### src/inc/uevs_pkg.sv
// constants and types for the usb event vector and suspend block
package uevs_pkg;
	localparam logic [7:0] UEVS_OFS_VECTOR  = 8'hF8;
	localparam logic [7:0] UEVS_OFS_STATUS  = 8'hF9;
	localparam logic [7:0] UEVS_OFS_MASK    = 8'hFA;
	localparam logic [7:0] UEVS_OFS_CONTROL = 8'hFC;
	localparam logic [7:0] UEVS_OFS_CTRINFO = 8'hFD;
	localparam int UEVS_ST_MISSED = 0;
	localparam int UEVS_ST_SOF    = 1;
	localparam int UEVS_ST_RESET  = 2;
	localparam int UEVS_ST_SUSPEND_REQUEST   = 3;
	localparam int UEVS_ST_END_OF_SUSPEND  = 4;
	localparam int UEVS_ST_ERR    = 5;
	localparam int UEVS_ST_DMA_OVER_UNDERRUN   = 6;
	localparam int UEVS_CTL_LP    = 1;
	localparam int UEVS_CTL_MODE  = 4;
	localparam int UEVS_CTL_TIM   = 6;
	localparam logic [6:0] UEVS_STATUS_RST = 7'h00;
	localparam logic [6:0] UEVS_MASK_RST   = 7'h00;
	localparam logic [3:0] UEVS_EP_ALL_ONES = 4'hF;
	localparam int UEVS_CLK_HZ     = 50000000;
	localparam int UEVS_IDLE_US    = 3000;
	localparam int UEVS_FRAME_US   = 1000;
	localparam int UEVS_FRAME_MARGIN_US = 10;
	localparam int UEVS_IDLE_CYCLES  = UEVS_IDLE_US * (UEVS_CLK_HZ / 1000000);
	localparam int UEVS_FRAME_CYCLES =
		(UEVS_FRAME_US + UEVS_FRAME_MARGIN_US) * (UEVS_CLK_HZ / 1000000);
	localparam int UEVS_CNT_W = 18;

	typedef struct packed {
		logic dma_over_underrun;
		logic dma_over_underrun_rx;
		logic no_answer_timeout;
		logic crc_error;
		logic stuffing_error;
		logic framing_violation;
		logic buffer_overrun;
		logic bus_reset;
		logic sof_rx;
		logic traffic;
	} uevs_evt_t;

	typedef struct packed {
		logic [7:0] addr;
		logic       wr;
		logic [7:0] wdata;
	} uevs_rbus_t;
endpackage : uevs_pkg

### src/rtl/uevs_top.sv
// usb interrupt vectoring, event status, mask and suspend wake-up
`timescale 1ns/10ps
module uevs_top #(
	parameter int IDLE_CYCLES  = uevs_pkg::UEVS_IDLE_CYCLES,
	parameter int FRAME_CYCLES = uevs_pkg::UEVS_FRAME_CYCLES,
	parameter int NUM_EP       = 16
) (
	input  wire logic               mclk,
	input  wire logic               srst,
	input  wire uevs_pkg::uevs_rbus_t rbus,
	output logic [7:0]              rdata,
	input  wire uevs_pkg::uevs_evt_t  evt,
	input  wire logic [NUM_EP-1:0]  ctr_pend,
	input  wire logic [NUM_EP-1:0]  ctr_iso,
	input  wire logic               usb_activity_pin,
	input  wire logic               stop_clock_enable,
	output logic                    irq,
	output logic                    wake_line_15,
	output logic                    low_power_suspend,
	output logic                    pullup_supply_on,
	output logic                    withhold_ack,
	output logic                    force_stuff_error,
	output logic                    addr_ep_reset
);
	import uevs_pkg::*;

	typedef struct packed {
		logic [6:0]            status;
		logic [6:0]            mask;
		logic [1:0]            table_base;
		logic [6:0]            single_vec;
		logic [4:0]            hw_vec;
		logic                  mode_single;
		logic                  timed_suspend;
		logic                  lp;
		logic                  idle_armed;
		logic [UEVS_CNT_W-1:0] idle_cnt;
		logic [UEVS_CNT_W-1:0] frame_cnt;
		logic                  frame_seen;
		logic                  act_meta;
		logic                  act_sync;
		logic [7:0]            rdata;
		logic                  irq;
		logic                  wake;
		logic                  withhold;
		logic                  stuff;
		logic                  addr_rst;
	} uevs_state_t;

	uevs_state_t st_reg;
	uevs_state_t st_next;

	localparam logic [UEVS_CNT_W-1:0] IDLE_LIMIT  = UEVS_CNT_W'(IDLE_CYCLES - 1);
	localparam logic [UEVS_CNT_W-1:0] FRAME_LIMIT = UEVS_CNT_W'(FRAME_CYCLES - 1);
	localparam logic [UEVS_CNT_W-1:0] CNT_ONE     = UEVS_CNT_W'(1);
	localparam logic [UEVS_CNT_W-1:0] CNT_ZERO    = '0;

	// lowest endpoint number wins, endpoint 0 first
	function automatic logic [3:0] lowest_ep(input logic [NUM_EP-1:0] v);
		logic [3:0] r;
		r = 4'h0;
		for (int i = NUM_EP - 1; i >= 0; i--) begin
			if (v[i]) begin
				r = 4'(i);
			end
		end
		return r;
	endfunction : lowest_ep

	logic [6:0]        ev_set;
	logic [6:0]        keep_mask;
	logic [6:0]        active;
	logic [NUM_EP-1:0] iso_pend;
	logic [NUM_EP-1:0] std_pend;
	logic              notify_pend;
	logic              wr_vec;
	logic              wr_stat;
	logic              wr_mask;
	logic              wr_ctl;
	logic              any_error;
	logic              wake_evt;
	logic [7:0]        vec_view;
	logic [7:0]        rd_mux;

	always_comb begin
		st_next = st_reg;

		wr_vec  = rbus.wr && (rbus.addr == UEVS_OFS_VECTOR);
		wr_stat = rbus.wr && (rbus.addr == UEVS_OFS_STATUS);
		wr_mask = rbus.wr && (rbus.addr == UEVS_OFS_MASK);
		wr_ctl  = rbus.wr && (rbus.addr == UEVS_OFS_CONTROL);

		// activity in suspend; synced copy only, clock is assumed alive
		wake_evt = st_reg.lp && st_reg.act_sync;
		st_next.act_meta = usb_activity_pin;
		st_next.act_sync = st_reg.act_meta;

		any_error = evt.no_answer_timeout | evt.crc_error | evt.stuffing_error
			| evt.framing_violation | evt.buffer_overrun;

		ev_set = 7'h00;
		ev_set[UEVS_ST_DMA_OVER_UNDERRUN]  = evt.dma_over_underrun;
		ev_set[UEVS_ST_ERR]   = any_error;
		ev_set[UEVS_ST_END_OF_SUSPEND] = wake_evt;
		ev_set[UEVS_ST_RESET] = evt.bus_reset;
		ev_set[UEVS_ST_SOF]   = evt.sof_rx;

		// idle-bus detector for suspend request
		if (evt.bus_reset) begin
			st_next.idle_armed = 1'b1;
			st_next.idle_cnt   = CNT_ZERO;
		end else if (st_reg.lp) begin
			st_next.idle_cnt = CNT_ZERO;
		end else if (evt.traffic) begin
			st_next.idle_cnt = CNT_ZERO;
		end else if (st_reg.idle_armed) begin
			if (st_reg.idle_cnt == IDLE_LIMIT) begin
				ev_set[UEVS_ST_SUSPEND_REQUEST] = 1'b1;
				st_next.idle_cnt     = CNT_ZERO;
			end else begin
				st_next.idle_cnt = st_reg.idle_cnt + CNT_ONE;
			end
		end

		// missed frame start once frames have begun
		if (evt.sof_rx || evt.bus_reset || st_reg.lp) begin
			st_next.frame_cnt  = CNT_ZERO;
			st_next.frame_seen = evt.sof_rx;
		end else if (st_reg.frame_seen) begin
			if (st_reg.frame_cnt == FRAME_LIMIT) begin
				ev_set[UEVS_ST_MISSED] = 1'b1;
				st_next.frame_cnt      = CNT_ZERO;
			end else begin
				st_next.frame_cnt = st_reg.frame_cnt + CNT_ONE;
			end
		end

		// a zero written clears, a one keeps; new events always land
		keep_mask = wr_stat ? rbus.wdata[6:0] : 7'h7F;
		st_next.status = (st_reg.status & keep_mask) | ev_set;

		if (wr_mask) begin
			st_next.mask = rbus.wdata[6:0];
		end

		if (wr_vec) begin
			st_next.table_base = rbus.wdata[7:6];
			st_next.single_vec = rbus.wdata[7:1];
		end

		if (wr_ctl) begin
			st_next.timed_suspend = rbus.wdata[UEVS_CTL_TIM];
			st_next.mode_single   = rbus.wdata[UEVS_CTL_MODE];
			st_next.lp            = rbus.wdata[UEVS_CTL_LP];
		end
		if (wake_evt) begin
			st_next.lp = 1'b0;
		end
		// idle check resumes only when the resume has finished
		if (st_reg.lp && !st_next.lp) begin
			st_next.idle_armed = 1'b1;
		end

		active      = st_reg.status & st_reg.mask;
		iso_pend    = ctr_pend & ctr_iso;
		std_pend    = ctr_pend & ~ctr_iso;
		notify_pend = |active[UEVS_ST_ERR:UEVS_ST_MISSED];

		// ranking: dma first, then iso, then other transfers, then notify
		if (active[UEVS_ST_DMA_OVER_UNDERRUN]) begin
			st_next.hw_vec = {1'b0, UEVS_EP_ALL_ONES};
		end else if (|iso_pend) begin
			st_next.hw_vec = {1'b1, lowest_ep(iso_pend)};
		end else if (|std_pend) begin
			st_next.hw_vec = {1'b1, lowest_ep(std_pend)};
		end else if (notify_pend) begin
			st_next.hw_vec = {1'b0, UEVS_EP_ALL_ONES};
		end else begin
			st_next.hw_vec = st_reg.hw_vec;
		end

		// one request for any mix of unmasked flags and pending transfers
		st_next.irq = (|active) | (|ctr_pend);

		// wake line pulses from end-of-suspend when clock stop is enabled
		st_next.wake = wake_evt && stop_clock_enable;

		st_next.withhold = evt.dma_over_underrun && evt.dma_over_underrun_rx;
		st_next.stuff    = evt.dma_over_underrun && !evt.dma_over_underrun_rx;
		st_next.addr_rst = evt.bus_reset;

		if (st_reg.mode_single) begin
			vec_view = {st_reg.single_vec, 1'b0};
		end else begin
			vec_view = {st_reg.table_base, st_reg.hw_vec, 1'b0};
		end

		case (rbus.addr)
			UEVS_OFS_VECTOR:  rd_mux = vec_view;
			UEVS_OFS_STATUS:  rd_mux = {1'b0, st_reg.status};
			UEVS_OFS_MASK:    rd_mux = {1'b0, st_reg.mask};
			UEVS_OFS_CONTROL: rd_mux = {1'b0, st_reg.timed_suspend, 1'b0,
				st_reg.mode_single, 2'b00, st_reg.lp, 1'b0};
			UEVS_OFS_CTRINFO: rd_mux = {2'b00, st_reg.hw_vec, 1'b0};
			default:          rd_mux = 8'h00;
		endcase
		st_next.rdata = rd_mux;
	end

	always_ff @(posedge mclk) begin
		if (srst) begin
			st_reg             <= '0;
			st_reg.status      <= UEVS_STATUS_RST;
			st_reg.mask        <= UEVS_MASK_RST;
			st_reg.mode_single <= 1'b1;
			st_reg.idle_armed  <= 1'b1;
			st_reg.hw_vec      <= {1'b0, UEVS_EP_ALL_ONES};
		end else begin
			st_reg <= st_next;
		end
	end

	// the pull-up supply is the one load kept alive in suspend
	always_ff @(posedge mclk) begin
		if (srst) begin
			pullup_supply_on <= 1'b0;
		end else begin
			pullup_supply_on <= 1'b1;
		end
	end

	assign rdata             = st_reg.rdata;
	assign irq               = st_reg.irq;
	assign wake_line_15      = st_reg.wake;
	assign low_power_suspend = st_reg.lp;
	assign withhold_ack      = st_reg.withhold;
	assign force_stuff_error = st_reg.stuff;
	assign addr_ep_reset     = st_reg.addr_rst;
endmodule : uevs_top

### config.mk
export PLATFORM = sky130hd
export DESIGN_NAME = uevs_top
export DESIGN_NICKNAME = d
export VERILOG_FILES = /design/src/inc/uevs_pkg.sv /design/src/rtl/uevs_top.sv
export SDC_FILE = /design/constraint.sdc
export NUM_CORES = 1
export LEC_CHECK = 0
export BUFFER_PORTS_ARGS = -buffer_cell sky130_fd_sc_hd__buf_2
export CELL_PAD_IN_SITES_DETAIL_PLACEMENT = 0
export CELL_PAD_IN_SITES_GLOBAL_PLACEMENT = 1
export CORE_MARGIN = 1
export CORE_UTILIZATION = 44
export DETAILED_ROUTE_END_ITERATION = 7
export PLACE_DENSITY = 0.95
export REMOVE_ABC_BUFFERS = 1
export SYNTH_ARGS = -nofsm -noshare
export SYNTH_HDL_FRONTEND = slang
export SYNTH_SLANG_ARGS = --single-unit
### constraint.sdc
create_clock -name mclk -period 2.8 [get_ports mclk]
set_input_delay 0.14 -clock mclk [delete_from_list [all_inputs] [get_ports mclk]]
set_output_delay 0.14 -clock mclk [all_outputs]
set_load 0.05 [all_outputs]
==> metrics <==
outcome=complete, no violations; Wirelength per Cell=13.44 um; RSZ-0062 raised after global routing=no; Post-synth EDFFs=0; #FFs+latches synth=82; synth top area cells=dfxtp_1 42%, nor2_1 6.5%, nand2_1 5.1%; WL final=roughly 9000 um; WP data required=between 3 and 4 ns; Worst path slowest cell=nand2b_1; Post-CTS Setup Repair Bufs=0; # clock sinks=between 80 and 90; 1st-iter DRT viols=171; number of global-route vias before repair=between 3000 and 4000; CTS H-tree depth=3; CP endpoint kind=register; max frequency=around 0.53 GHz; initial antenna violation count=0; Max-Cap Viols=0; Place WS=approximately 0.86 ns; syn_area_per_cell=between 8 and 9 um^2; Critical Path AT=2.11 ns; CTS tree=built; die width=96.68 um; largest net degree at the start of global routing=25; Tmin final=roughly 1.9 ns; Final Hold Fails=0; top cell type's share of synthesized area=0.4162; post-DP HPWL=between 6000 and 7000 um; Worst Setup SP=st_reg[16]; # nets final=a little over 600; Final ANT Viol Nets=0; Lkg Pwr=approximately 1.8 nW; Crit path max-delay family=simple AND/OR/NAND/NOR gates; endpoints failing setup=0; TritonCTS Buffers=9; Overall Power=approximately 2.2 mW; mapped cell area=3944 um^2; HP Start=rbus[7]; Max IR drop VDD=0.2520 mV; via density per instance=5.413; Residual DRC=0; GRT Overall Usage=0.1959; aggregate negative setup slack=0 ns; CP Cell Sequence=ha_1 -> nand2_1 -> nor4_1 -> and4_1 -> nand2b_1 -> nor2_1; drt first pass iters=8; worst flop-to-flop path startpoint=st_reg[16]; Die Area=a little over 9000 um^2; Worst-Margin Slew=about 0.66 ns; Core Box Area=around 8700 um^2; clk_lat worst skew=0.36 ns; first-pass GRT wire length=15060 um; initial core utilization=0.4544; max FFs per register=66; I/O pins=between 70 and 80; buffer type at the clock tree root=clkbuf_8; final setup margin=around 0.91 ns; Distinct cells, synth=56; antenna diode instance count=0; Synth Flop Type=dfxtp_1; row count=34; Buf+Inv Stages, Crit Path=0; clk slew on worst S/H paths=~0.080 ns; Seq/Total Area, Yosys=0.4162; Die H=between 90 and 100 um; CP Max Fanout=18; Slew Viols, Final=0; Syn. warnings=0; Util after Layout=0.5265; share of cells above drive strength 1=0.1825; Synth area leader=dfxtp_1; worst stage delay on the critical path=~0.54 ns; GPL Wtd Cong=between 0.8 and 0.9; Worst setup SP type=register; final worst path period share=0.6767; worst rel slew slack=0.5587; CTS max path bufs=2; final hold slack=approximately 0.024 ns; vias=3551; Min-Delay Path Class=in2reg; area delta synth->final=15.86%; Async SR Flop Fraction=0; total congestion overflow=0; Port-buffer cells=between 70 and 80; crit path kind=reg2reg; clock skew=~0.0077 ns; layout filler cell count=about 850; Post-Synthesis Cells=about 470; reg-to-reg slack, setup=around 0.91 ns; PD cells=roughly 480 nW/um^2; post-cts resize count=0
## stage by stage
step / instance area [um^2] / std cells
floorplan: 3834 / 451
global placement: 4369 / 638
detailed placement: 4369 / 638
CTS: 4569 / 656
global route: 4569 / 656
finish: 4569 / 656
## synthesized netlist by cell type (2+ instances only)
master      n
dfxtp_1    82
nor2_1     68
nand2_1    54
nand3_1    21
a21oi_1    18
xor2_1     18
nor2b_1    16
inv_1      14
o21ai_0    13
mux2i_1    12
xnor2_1    12
a22oi_1    11
clkbuf_1   11
nand2b_1   11
nand4_1     9
nor3_1      9
a222oi_1    8
and3_1      8
buf_4       8
nor4_1      8
o211ai_1    5
and4_1      4
a22o_1      3
a32oi_1     3
o2111ai_1   3
or3_1       3
a21o_1      2
a31oi_1     2
and2_1      2
ha_1        2
nor4b_1     2
nor4bb_1    2
o21ai_1     2
o221ai_1    2
or2_1       2
or4_1       2
## per-layer routing
layer | global-route usage | vias to the layer above | wire [um]
li1 | - | 1816 | -
met2 | 0.3104 | 111 | 3946
met1 | 0.2630 | 1609 | 4309
met3 | 0.03396 | 15 | 389
met4 | 0.08266 | 0 | 172
met5 | 0 | - | 0
## power by group
part           internal [mW]  switching (mW)
logic                 0.0920           0.132
registers               1.18          0.0121
clock network          0.349           0.427
total                   1.62           0.572
## area by class of cell
type	instances	area, um^2	share of cell area
Clock inverter	5	38.79	0.008489
Multi-Input combinational cell	355	2140	0.4682
Sequential cell	82	1642	0.3593
Clock buffer	11	141.4	0.03094
Inverter	14	52.55	0.01150
Tap cell	108	135.1	0.02957
Timing Repair Buffer	81	420.4	0.09200
## worst paths after layout
| kind | end | cells after the start |
|---|---|---|
| setup / recovery | st_reg[16] | 6 |
| hold / removal | st_reg[69] | 3 |
| setup reg to reg | st_reg[16] | 6 |
| hold reg to reg | st_reg[13] | 1 |
## repair_timing
item                                   4_1_cts  5_1_grt
hold buffers                                 2        0
endpoints found under the hold margin        2        0
setup endpoints to repair                    0        0
## layout by cell type, fill, tap and decap left out, types with 3 or more instances in the layout
cell | Yosys | final
nor2b_1 | 16 | 16
a32oi_1 | 3 | 3
xor2_1 | 18 | 18
nand2_1 | 54 | 54
mux2i_1 | 12 | 12
o2111ai_1 | 3 | 3
and3_1 | 8 | 8
a22o_1 | 3 | 3
a21oi_1 | 18 | 18
a22oi_1 | 11 | 11
inv_1 | 14 | 14
dfxtp_1 | 82 | 82
o211ai_1 | 5 | 5
o21ai_0 | 13 | 13
or3_1 | 3 | 3
and4_1 | 4 | 4
clkbuf_8 | 0 | 10
buf_2 | 1 | 77
clkinvlp_4 | 0 | 4
nand3_1 | 21 | 21
xnor2_1 | 12 | 12
a222oi_1 | 8 | 8
nor2_1 | 68 | 68
nor3_1 | 9 | 9
nand2b_1 | 11 | 11
nor4_1 | 8 | 8
nand4_1 | 9 | 9
## logic make-up after synthesis
group           share of synthesized area
compound gates                     0.1463
xor+xnor                          0.06662
fa+ha+maj                        0.006344
buf+inv                           0.04124
flops                              0.4162
mux                               0.03046
simple gates                       0.2928
## tightest hold or removal path, stage by stage
cell and delay (ns):
buf_2 0.08, mux2i_1 0.05, nor2_1 0.07
(Power assumes the default switching activity.)
